==> src/irq_pin_pkg.sv <==
// Package: register map, field positions and reset values of the external request pin detector
package irq_pin_pkg;
  // Register byte addresses
  localparam logic [3:0] ctrl_addr      = 4'h0;
  localparam logic [3:0] int_status_addr = 4'h4;
  localparam logic [3:0] int_enable_addr = 4'h8;
  localparam logic [3:0] int_clear_addr  = 4'hc;
  // Field positions of irq_pin_status_control
  localparam int pull_disable_bit          = 6;
  localparam int edge_polarity_select_bit  = 5;
  localparam int pin_function_enable_bit   = 4;
  localparam int request_flag_bit          = 3;
  localparam int request_acknowledge_bit   = 2;
  localparam int request_interrupt_enable_bit = 1;
  localparam int detection_mode_bit        = 0;
  // Reset values
  localparam logic [7:0] ctrl_reset       = 8'h00;
  localparam logic [1:0] sync_reset       = 2'h0;
  // AXI responses
  localparam logic [1:0] resp_okay        = 2'h0;
  localparam logic [1:0] resp_slverr      = 2'h2;
endpackage

==> src/external_irq_pin_detector.sv <==
// External interrupt request pin detector with AXI4-Lite register access
//
// Design decisions made here: the AXI4-Lite interface to the registers and the register addresses.
`timescale 1ns/100ps
module external_irq_pin_detector (
  // Clock and reset
  input  wire logic        core_clk,
  input  wire logic        rst_n,
  // AXI4-Lite write address
  input  wire logic [3:0]  s_axi_awaddr,
  input  wire logic        s_axi_awvalid,
  output logic             s_axi_awready,
  // AXI4-Lite write data
  input  wire logic [31:0] s_axi_wdata,
  input  wire logic [3:0]  s_axi_wstrb,
  input  wire logic        s_axi_wvalid,
  output logic             s_axi_wready,
  // AXI4-Lite write response
  output logic [1:0]       s_axi_bresp,
  output logic             s_axi_bvalid,
  input  wire logic        s_axi_bready,
  // AXI4-Lite read address
  input  wire logic [3:0]  s_axi_araddr,
  input  wire logic        s_axi_arvalid,
  output logic             s_axi_arready,
  // AXI4-Lite read data
  output logic [31:0]      s_axi_rdata,
  output logic [1:0]       s_axi_rresp,
  output logic             s_axi_rvalid,
  input  wire logic        s_axi_rready,
  // Request pin and pad control
  input  wire logic        irq_pin,
  output logic             pull_enable,
  output logic             pull_down_select,
  // Interrupts
  output logic             cpu_irq_req,
  output logic             irq
);

  ////////////////////////////////////////////////////////////////////////////
  // Registers
  logic [7:0]  ctrl_q;
  logic [7:0]  ctrl_d;
  logic        flag_q;
  logic        flag_d;
  logic        pin_prev_q;
  logic        pin_prev_d;
  logic        sts_q;
  logic        sts_d;
  logic        ien_q;
  logic        ien_d;
  logic        aw_held_q;
  logic        aw_held_d;
  logic [3:0]  awaddr_q;
  logic [3:0]  awaddr_d;
  logic        w_held_q;
  logic        w_held_d;
  logic [31:0] wdata_q;
  logic [31:0] wdata_d;
  logic [3:0]  wstrb_q;
  logic [3:0]  wstrb_d;
  logic        bvalid_q;
  logic        bvalid_d;
  logic [1:0]  bresp_q;
  logic [1:0]  bresp_d;
  logic        rvalid_q;
  logic        rvalid_d;
  logic [31:0] rdata_q;
  logic [31:0] rdata_d;
  logic [1:0]  rresp_q;
  logic [1:0]  rresp_d;

  logic        pin_s;
  logic        pe;
  logic        edg;
  logic        mode;
  logic        pin_active;
  logic        edge_hit;
  logic        event_hit;
  logic        wr_fire;
  logic        ack_wr;
  logic [3:0]  wr_addr;
  logic [31:0] wr_data;
  logic [3:0]  wr_strb;

  ////////////////////////////////////////////////////////////////////////////
  // Pin synchroniser
  pin_sync u_sync (
    .core_clk (core_clk),
    .rst_n    (rst_n),
    .din      (irq_pin),
    .dout     (pin_s)
  );

  assign pe   = ctrl_q[irq_pin_pkg::pin_function_enable_bit];
  assign edg  = ctrl_q[irq_pin_pkg::edge_polarity_select_bit];
  assign mode = ctrl_q[irq_pin_pkg::detection_mode_bit];

  ////////////////////////////////////////////////////////////////////////////
  // Detection
  // Active level follows the polarity select
  assign pin_active = edg ? pin_s : ~pin_s;
  assign edge_hit   = edg ? (pin_s & ~pin_prev_q) : (~pin_s & pin_prev_q);
  // Level mode keeps re-asserting the event while the pin sits asserted
  assign event_hit  = pe & (edge_hit | (mode & pin_active));

  // Pad pull: on when enabled and not disabled, direction from polarity
  assign pull_enable      = pe & ~ctrl_q[irq_pin_pkg::pull_disable_bit];
  assign pull_down_select = pe & edg;

  assign cpu_irq_req = flag_q & ctrl_q[irq_pin_pkg::request_interrupt_enable_bit];
  assign irq         = sts_q & ien_q;

  ////////////////////////////////////////////////////////////////////////////
  // AXI4-Lite write path
  assign s_axi_awready = ~aw_held_q & ~bvalid_q;
  assign s_axi_wready  = ~w_held_q & ~bvalid_q;
  assign wr_addr = aw_held_q ? awaddr_q : s_axi_awaddr;
  assign wr_data = w_held_q ? wdata_q : s_axi_wdata;
  assign wr_strb = w_held_q ? wstrb_q : s_axi_wstrb;
  assign wr_fire = ~bvalid_q & (aw_held_q | s_axi_awvalid) & (w_held_q | s_axi_wvalid);
  assign ack_wr  = wr_fire & (wr_addr == irq_pin_pkg::ctrl_addr) & wr_strb[0]
                   & wr_data[irq_pin_pkg::request_acknowledge_bit];

  always_comb begin
    aw_held_d = aw_held_q;
    awaddr_d  = awaddr_q;
    w_held_d  = w_held_q;
    wdata_d   = wdata_q;
    wstrb_d   = wstrb_q;
    bvalid_d  = bvalid_q;
    bresp_d   = bresp_q;
    ctrl_d    = ctrl_q;
    ien_d     = ien_q;
    if (s_axi_awvalid && s_axi_awready) begin
      aw_held_d = 1'b1;
      awaddr_d  = s_axi_awaddr;
    end
    if (s_axi_wvalid && s_axi_wready) begin
      w_held_d = 1'b1;
      wdata_d  = s_axi_wdata;
      wstrb_d  = s_axi_wstrb;
    end
    if (wr_fire) begin
      aw_held_d = 1'b0;
      w_held_d  = 1'b0;
      bvalid_d  = 1'b1;
      bresp_d   = irq_pin_pkg::resp_okay;
      if (wr_addr == irq_pin_pkg::ctrl_addr) begin
        if (wr_strb[0]) begin
          // Flag and acknowledge are not stored as control
          ctrl_d = wr_data[7:0] & 8'h73;
        end
      end else if (wr_addr == irq_pin_pkg::int_enable_addr) begin
        if (wr_strb[0]) begin
          ien_d = wr_data[0];
        end
      end else if (wr_addr == irq_pin_pkg::int_clear_addr) begin
        bresp_d = irq_pin_pkg::resp_okay;
      end else if (wr_addr == irq_pin_pkg::int_status_addr) begin
        bresp_d = irq_pin_pkg::resp_okay;
      end else begin
        bresp_d = irq_pin_pkg::resp_slverr;
      end
    end else if (bvalid_q && s_axi_bready) begin
      bvalid_d = 1'b0;
    end
  end

  ////////////////////////////////////////////////////////////////////////////
  // Request flag and sticky status
  always_comb begin
    pin_prev_d = pin_s;
    flag_d     = flag_q;
    sts_d      = sts_q;
    // Set wins over acknowledge; in level mode an asserted pin re-sets it
    if (ack_wr) begin
      flag_d = 1'b0;
    end
    if (event_hit) begin
      flag_d = 1'b1;
    end
    if (wr_fire && wr_addr == irq_pin_pkg::int_clear_addr && wr_strb[0] && wr_data[0]) begin
      sts_d = 1'b0;
    end
    if (event_hit) begin
      sts_d = 1'b1;
    end
  end

  ////////////////////////////////////////////////////////////////////////////
  // AXI4-Lite read path
  assign s_axi_arready = ~rvalid_q;

  always_comb begin
    rvalid_d = rvalid_q;
    rdata_d  = rdata_q;
    rresp_d  = rresp_q;
    if (s_axi_arvalid && s_axi_arready) begin
      rvalid_d = 1'b1;
      rresp_d  = irq_pin_pkg::resp_okay;
      rdata_d  = 32'h0000_0000;
      if (s_axi_araddr == irq_pin_pkg::ctrl_addr) begin
        // Acknowledge bit reads as zero
        rdata_d[7:0] = ctrl_q | {4'h0, flag_q, 3'h0};
      end else if (s_axi_araddr == irq_pin_pkg::int_status_addr) begin
        rdata_d[0] = sts_q;
      end else if (s_axi_araddr == irq_pin_pkg::int_enable_addr) begin
        rdata_d[0] = ien_q;
      end else if (s_axi_araddr == irq_pin_pkg::int_clear_addr) begin
        rdata_d = 32'h0000_0000;
      end else begin
        rresp_d = irq_pin_pkg::resp_slverr;
      end
    end else if (rvalid_q && s_axi_rready) begin
      rvalid_d = 1'b0;
    end
  end

  always_ff @(posedge core_clk or negedge rst_n) begin
    if (!rst_n) begin
      ctrl_q     <= irq_pin_pkg::ctrl_reset;
      flag_q     <= 1'b0;
      pin_prev_q <= 1'b0;
      sts_q      <= 1'b0;
      ien_q      <= 1'b0;
      aw_held_q  <= 1'b0;
      awaddr_q   <= 4'h0;
      w_held_q   <= 1'b0;
      wdata_q    <= 32'h0000_0000;
      wstrb_q    <= 4'h0;
      bvalid_q   <= 1'b0;
      bresp_q    <= irq_pin_pkg::resp_okay;
      rvalid_q   <= 1'b0;
      rdata_q    <= 32'h0000_0000;
      rresp_q    <= irq_pin_pkg::resp_okay;
    end else begin
      ctrl_q     <= ctrl_d;
      flag_q     <= flag_d;
      pin_prev_q <= pin_prev_d;
      sts_q      <= sts_d;
      ien_q      <= ien_d;
      aw_held_q  <= aw_held_d;
      awaddr_q   <= awaddr_d;
      w_held_q   <= w_held_d;
      wdata_q    <= wdata_d;
      wstrb_q    <= wstrb_d;
      bvalid_q   <= bvalid_d;
      bresp_q    <= bresp_d;
      rvalid_q   <= rvalid_d;
      rdata_q    <= rdata_d;
      rresp_q    <= rresp_d;
    end
  end

  assign s_axi_bvalid = bvalid_q;
  assign s_axi_bresp  = bresp_q;
  assign s_axi_rvalid = rvalid_q;
  assign s_axi_rdata  = rdata_q;
  assign s_axi_rresp  = rresp_q;

  ////////////////////////////////////////////////////////////////////////////
  // Assertions
  a_pull_control: assert property (@(posedge core_clk) disable iff (!rst_n)
    pull_enable == (pe && !ctrl_q[irq_pin_pkg::pull_disable_bit]))
    else $error("pull enable wrong");
  a_pull_direction: assert property (@(posedge core_clk) disable iff (!rst_n)
    pe |-> (pull_down_select == edg))
    else $error("pull direction wrong");
  a_pull_on_enable: assert property (@(posedge core_clk) disable iff (!rst_n)
    $rose(pe) && !ctrl_q[irq_pin_pkg::pull_disable_bit] |-> pull_enable)
    else $error("pull not on after enable");
  a_disabled_no_set: assert property (@(posedge core_clk) disable iff (!rst_n)
    !pe && !flag_q |=> !flag_q)
    else $error("flag set while disabled");
  a_edge_sets_flag: assert property (@(posedge core_clk) disable iff (!rst_n)
    pe && edg && pin_s && !pin_prev_q |=> flag_q)
    else $error("rising edge missed");
  a_fall_sets_flag: assert property (@(posedge core_clk) disable iff (!rst_n)
    pe && !edg && !pin_s && pin_prev_q |=> flag_q)
    else $error("falling edge missed");
  a_ack_clears: assert property (@(posedge core_clk) disable iff (!rst_n)
    ack_wr && !event_hit |=> !flag_q)
    else $error("acknowledge did not clear");
  a_level_holds: assert property (@(posedge core_clk) disable iff (!rst_n)
    pe && mode && pin_active |=> flag_q)
    else $error("level flag cleared while asserted");
  a_cpu_request: assert property (@(posedge core_clk) disable iff (!rst_n)
    flag_q && ctrl_q[irq_pin_pkg::request_interrupt_enable_bit] |-> cpu_irq_req)
    else $error("cpu request missing");
  a_edge_only_sticky: assert property (@(posedge core_clk) disable iff (!rst_n)
    flag_q && !ack_wr |=> flag_q)
    else $error("flag dropped without acknowledge");
  a_sync_delay: assert property (@(posedge core_clk) disable iff (!rst_n)
    $past(rst_n, 2) |-> pin_s == $past(irq_pin, 2))
    else $error("synchroniser delay wrong");

  // Decode and pad checks; the synchroniser makes every pin event two edges late
  a_ack_reads_zero: assert property (@(posedge core_clk) disable iff (!rst_n)
    s_axi_rvalid |-> !s_axi_rdata[irq_pin_pkg::request_acknowledge_bit])
    else $error("acknowledge bit read back as one");
  a_ack_zero_noop: assert property (@(posedge core_clk) disable iff (!rst_n)
    wr_fire && !wr_data[irq_pin_pkg::request_acknowledge_bit] |-> !ack_wr)
    else $error("acknowledge taken from a zero write");
  a_pull_off_disabled: assert property (@(posedge core_clk) disable iff (!rst_n)
    !pe |-> !pull_enable && !pull_down_select)
    else $error("pull active with pin disabled");
  a_pull_up_falling: assert property (@(posedge core_clk) disable iff (!rst_n)
    pe && !edg |-> !pull_down_select)
    else $error("pulldown chosen for falling polarity");
  a_level_event: assert property (@(posedge core_clk) disable iff (!rst_n)
    pe && mode && pin_active |-> event_hit)
    else $error("level mode missed an asserted pin");
  a_edge_only_mode: assert property (@(posedge core_clk) disable iff (!rst_n)
    pe && !mode && !edge_hit |-> !event_hit)
    else $error("edge-only mode saw an event without an edge");
  a_masked_request: assert property (@(posedge core_clk) disable iff (!rst_n)
    !ctrl_q[irq_pin_pkg::request_interrupt_enable_bit] |-> !cpu_irq_req)
    else $error("cpu request while masked");
  a_low_level_sets: assert property (@(posedge core_clk) disable iff (!rst_n)
    pe && mode && !edg && !pin_s |=> flag_q)
    else $error("low level missed");
  a_flag_source: assert property (@(posedge core_clk) disable iff (!rst_n)
    $rose(flag_q) |-> $past(event_hit))
    else $error("flag set without an event");
  a_status_clear: assert property (@(posedge core_clk) disable iff (!rst_n)
    wr_fire && wr_addr == irq_pin_pkg::int_clear_addr && wr_strb[0] && wr_data[0] && !event_hit |=> !sts_q)
    else $error("status clear ignored");
  c_edge_event: cover property (@(posedge core_clk) disable iff (!rst_n) pe && !mode && edge_hit);
  c_level_event: cover property (@(posedge core_clk) disable iff (!rst_n) pe && mode && pin_active && ack_wr);
  c_cpu_irq: cover property (@(posedge core_clk) disable iff (!rst_n) $rose(cpu_irq_req));
  c_rise_event: cover property (@(posedge core_clk) disable iff (!rst_n) pe && edg && edge_hit);
  c_status_clear: cover property (@(posedge core_clk) disable iff (!rst_n) sts_q && !sts_d);
endmodule

==> src/pin_sync.sv <==
// Two-flop synchroniser for the request pin
`timescale 1ns/100ps
module pin_sync (
  // Clock and reset
  input  wire logic core_clk,
  input  wire logic rst_n,
  // Data
  input  wire logic din,
  output logic      dout
);
  logic [1:0] sync_q;
  logic [1:0] sync_d;

  always_comb begin
    sync_d = {sync_q[0], din};
  end

  always_ff @(posedge core_clk or negedge rst_n) begin
    if (!rst_n) begin
      sync_q <= irq_pin_pkg::sync_reset;
    end else begin
      sync_q <= sync_d;
    end
  end

  assign dout = sync_q[1];
endmodule

==> config.mk <==
export PLATFORM = sky130hd
export DESIGN_NAME = external_irq_pin_detector
export DESIGN_NICKNAME = d
export VERILOG_FILES = /design/src/irq_pin_pkg.sv /design/src/external_irq_pin_detector.sv /design/src/pin_sync.sv
export SDC_FILE = /design/constraint.sdc
export NUM_CORES = 1
export LEC_CHECK = 0
export BUFFER_PORTS_ARGS = -buffer_cell sky130_fd_sc_hd__buf_4
export CAP_MARGIN = 20
export CORE_ASPECT_RATIO = 1.1
export CORE_MARGIN = 2
export CORE_UTILIZATION = 44
export DETAILED_ROUTE_END_ITERATION = 6
export PLACE_DENSITY = 0.79
export REMOVE_ABC_BUFFERS = 1
export SETUP_SLACK_MARGIN = 0.4
export SKIP_CTS_REPAIR_TIMING = 1
export SLEW_MARGIN = 20
export SYNTH_ARGS = -nofsm -noshare
export SYNTH_HDL_FRONTEND = slang
export SYNTH_HIERARCHICAL = 1
export SYNTH_SLANG_ARGS = --single-unit
==> constraint.sdc <==
create_clock -name core_clk -period 2.2 [get_ports core_clk]
set_clock_uncertainty 0.2 [all_clocks]
set_input_delay 0.44 -clock core_clk [delete_from_list [all_inputs] [get_ports core_clk]]
set_output_delay 0.44 -clock core_clk [all_outputs]
set_load 0.01 [all_outputs]
# Word level (Yosys, flattened, before mapping)
# Index checks and enable logic that the tools add are counted.
dict set report totals {
  regBits 39
  out_inout_bits 45
  in_bits 52
  wordCells 95
}
dict set report classes {
  muxes 28
  n_reduce_logical 18
  bitwise_logic 27
  n_eq_ne 6
}
# op count
set ops {}
lappend ops {{1-bit 2-to-1 mux} 17}
lappend ops {{4-bit equality test (second input constant)} 4}
lappend ops {{2-bit 2-to-1 mux} 8}
lappend ops {{1-bit AND} 15}
lappend ops {{7-bit 2-to-1 mux} 2}
lappend ops {{2-bit nonzero test} 6}
lappend ops {{4-bit by 3-bit equality test with 1-bit output (second input constant)} 2}
lappend ops {{1-bit logical AND} 8}
lappend ops {{4-bit logical NOT} 2}
lappend ops {{1-bit inverter} 8}
lappend ops {{7-bit by 4-bit OR with 7-bit output} 1}
lappend ops {{4-bit 2-to-1 mux} 1}
lappend ops {{4-bit AND reduction} 1}
lappend ops {{1-bit OR} 3}
lappend ops {{3-bit AND reduction} 1}

# Depth between registers and ports, before layout
dict set report depth {
  ltp_word 8
  ltp_mapped 6
  mapped_depth_nobuf 4
}

# Cells and area by module
# The synthesis kept the hierarchy.
# module cells_per_inst area_per_inst_um2 instances seq_area_each_um2
set by_module_without_submodules {}
lappend by_module_without_submodules {external_irq_pin_detector 147 1700.4 1 800.8}
lappend by_module_without_submodules {pin_sync 2 50.0 1 50.0}

# Worst setup path before layout
# Ideal clock, no wire load.
dict set report synth_timing {
  kind {register to register}
  from {register aw_held_q}
  to {register ctrl_q[0]}
  period_less_slack_ns 1.838
  setup_slack_ns 0.362
  stages_incl_launch_ff 6
  t_arrival_ns 1.514
  setup_ns 0.125
  n_path_buf 1
  required_ns 1.875
  path_cell_list {dfrtp_1 -> buf_6 -> nor3_4 -> a21oi_2 -> nor4_4 -> mux2_2}
}
dict set report synth_between {
  elab_chain_cells 4
  elab_cells_between_ends 6
  cone_classes {mux: 1; bitwise: 3; reduce/logical: 2}
}
# element line_no
set synth_rtl {}
lappend synth_rtl {{from (decl)} external_irq_pin_detector.sv:52} ;# logic aw_held_q;
lappend synth_rtl {{from (signal assigned)} external_irq_pin_detector.sv:243} ;# aw_held_q <= aw_held_d;
lappend synth_rtl {{1-bit OR} external_irq_pin_detector.sv:121} ;# assign wr_fire = ~bvalid_q & (aw_held_q | s_axi_awvalid) & (w_held_q | s_axi_wvalid);
lappend synth_rtl {{1-bit AND (2 in series)} external_irq_pin_detector.sv:121}
lappend synth_rtl {{3-bit AND reduction (no source line) (*)} --}
lappend synth_rtl {{to (signal assigned)} external_irq_pin_detector.sv:222} ;# ctrl_q <= irq_pin_pkg::ctrl_reset;
lappend synth_rtl {{to (signal assigned)} external_irq_pin_detector.sv:238} ;# ctrl_q <= ctrl_d;
lappend synth_rtl {{to (decl)} external_irq_pin_detector.sv:42} ;# logic [7:0] ctrl_q;
# Mark *: on every way between the ends. The rest lies on a longest branch, timed or not.
# A chain may end at the register's enable or synchronous reset.

# Worst setup path after layout
dict set report layout_timing {
  from {register aw_held_q}
  to {register ctrl_q[5]}
}
# Same word-level chain as after synthesis.

==> qor.csv <==
stage,metric,value,unit
yosys,Seq cells post-synth,34,
cts,worst skew pair latency,280,ps
drt,routed vias,1173,
yosys,Post-Syn Area,1750,um^2
worst_setup_path,"Max stage delay cell, worst path",dfrtp_2,
global_routing,gr ovfl total,0,
layout,Area Overhead vs Synth,24.52,%
timing,unrepaired setup endpoints after global routing,yes,
yosys,Yosys top cell area share,48.61,%
layout,post-route design area,2180,um^2
drt,via/cell ratio,4.673,
timing,Fin Hold WS,68.78,ps
worst_setup_path,Critical Path RT,2170,ps
floorplan,I/O pin count,97,
global_routing,largest net degree at the start of global routing,35,
layout,"commonest non-fill, non-tap cell in the layout",buf_4,
worst_setup_path,WP buf/inv,1,
timing,setup slack after layout,386.5,ps
place,DP HPWL,2276,um
layout,number of antenna diodes,0,
power,P_leak,1.039,nW
place,area post-placement,1987,um^2
timing,Slew Limit Fails,0,
timing,post-layout min period,1814,ps
worst_setup_path,Worst path top cell family by delay,flip-flops,
yosys,Synth area leader,dfrtp_1,
floorplan,Die X,64.14,um
layout,Fill cells,355,
drt,WL met3,156,um
drt,Routed wire per std cell,12.96,um
yosys,part of the Yosys area used for sequential elements,48.61,%
hold_path,worst min path class,primary input to flip-flop,
floorplan,Die Y,70.15,um
global_routing,first-pass GRT wire length,4988,um
place,Place WS,167.8,ps
floorplan,core area,3904,um^2
global_routing,vias in the first global route,1105,
yosys,Syn Inst Count,149,
layout,Multi-input gate area,790.8,um^2
worst_setup_path,crit-path max FO,8,
drt,top sig layer,met4,
worst_setup_path,CP Capture Type,flip-flop,
drt,DR iter-0 viols,27,
drt,DR WL met2,1689,um
drt,DRC viols,0,
drt,WL met1,1321,um
floorplan,die area,4499,um^2
drt,drt first pass iters,4,
yosys,Syn. warnings,6,
layout,post-route insts no fill,251,
yosys,Synth area leaders,"dfrtp_1, mux2_2, buf_4, a22o_1, and2_1",
cts,Worst-path clk slew,70,ps
layout,"commonest cells after routing, fill and taps aside","buf_4, dfrtp_1, conb_1",
cts,CTS sink count,34,
timing,final hold vios,0,
global_routing,initial antenna violation count,0,
timing,Finish-stage setup viols,0,
drt,Final ANT Viol Nets,0,
power,Final Power,2.431,mW
cts,Root Buffer,clkbuf_8,
place,Post-Place Cells,237,
worst_setup_path,CP Class,flip-flop to flip-flop,
worst_setup_path,critical path cell sequence,nor3_4 > a21oi_4 > nor4_4 > buf_6 > mux2_4,
timing,fin crit share,82.43,%
yosys,syn_area_per_cell,11.75,um^2
worst_setup_path,max incr delay on CP,490,ps
global_routing,Tot GR Track Use,14.51,%
power,VDD IR-drop max,0.4063,mV
place,Final GP Congestion,0.7242,
layout,share of layout cells above drive strength 1,44.72,%
cts,CTS tree,done,
cts,H-tree depth,2,
layout,nets@finish,251,
run,Max Cap Viol,0,
yosys,Synth cell types,30,
layout,Util after Layout,55.83,%
cts,Clock Tree Buf Depth,2,
timing,Achievable Freq,0.5514,GHz
layout,Sequential Area,852.1,um^2
drt,WL final,3252,um
floorplan,Row Count,24,
power,PD cells,1115,nW/um^2
worst_setup_path,critical path data arrival time,1780,ps
place,I/O Buffers,39,
cts,total CTS buffers,5,
timing,Final TNS setup,0,ps
floorplan,Initial Utilization,44.84,%
worst_setup_path,CP Launch Type,flip-flop,
outcome,status,finished clean,
synth_stat cells, drive strengths merged:
master,instances
a21oi,4
a22o,6
a31oi,1
a32oi,1
and2,5
and3b,1
buf,31
clkbuf,2
conb,1
dfrtp,34
inv,5
mux2,24
mux2i,2
nand2,6
nand2b,1
nand3b,1
nor2,6
nor2b,1
nor3,4
nor3b,1
nor4,2
o21a,2
o21ai,5
o221ai,1
o41ai,2
registers in the layout, indices dropped and copies added, names as in the netlist:
name / count
aw_held_q: 1
u_sync/sync_q: 2
pin_prev_q: 1
s_axi_rvalid: 1
s_axi_rresp: 1
ctrl_q: 5
s_axi_bresp: 1
w_held_q: 1
awaddr_q: 4
wdata_q: 6
s_axi_rdata: 6
ien_q: 1
sts_q: 1
flag_q: 1
s_axi_bvalid: 1
wstrb_q: 1
worst register-to-register path, stage by stage (launching register included):
cell     delay [ps]
dfrtp_2         490
nor3_4          170
a21oi_4          70
nor4_4          290
buf_6           170
mux2_4          300
cells by family (layout without fill, tap and decap cells):
family / Yosys count / after routing / share of synthesized area (%)
other cells: 1 / 28 / 0.2142
compound gates: 22 / 22 / 9.363
mux: 26 / 26 / 16.58
flops: 34 / 34 / 48.61
buf+inv: 38 / 61 / 15.08
simple gates: 28 / 28 / 10.15
cell type report:
type	count	area share, %
flip-flops and latches	34	39.09
multi-input cells	104	36.28
repair buffers	49	17.16
clock buffers	5	3.157
well taps	52	2.985
inverters	5	0.8611
clock inverters	2	0.4592
routing by layer:
layer  track usage [%]  vias to the layer above
met2             23.26                       43
met5                 0                        -
met1             18.15                      568
met3             2.738                        7
met4             8.511                        0
li1                  -                      555
where the power goes:
| part | internal (mW) | total [mW] | switching (mW) |
|---|---|---|---|
| logic | 0.553 | 0.975 | 0.422 |
| clock network | 0.212 | 0.431 | 0.219 |
| registers | 0.841 | 1.02 | 0.184 |
path summary, 6_finish.rpt:
path / startpoint / to / slack [ps] / depth (start not counted)
hold / removal: irq_pin / u_sync/sync_q[0]$_DFF_PN0_ / 70 / 1
max in group asynchronous: rst_n / aw_held_q$_DFFE_PN0P_ / 1040 / 2
setup / recovery: aw_held_q$_DFFE_PN0P_ / ctrl_q[5]$_DFFE_PN0P_ / 390 / 5
setup reg to reg: aw_held_q$_DFFE_PN0P_ / ctrl_q[5]$_DFFE_PN0P_ / 390 / 5
hold reg to reg: u_sync/sync_q[0]$_DFF_PN0_ / u_sync/sync_q[1]$_DFF_PN0_ / 150 / 0
min in group asynchronous: rst_n / awaddr_q[1]$_DFFE_PN0P_ / 440 / 2
(Power assumes the default switching activity.)
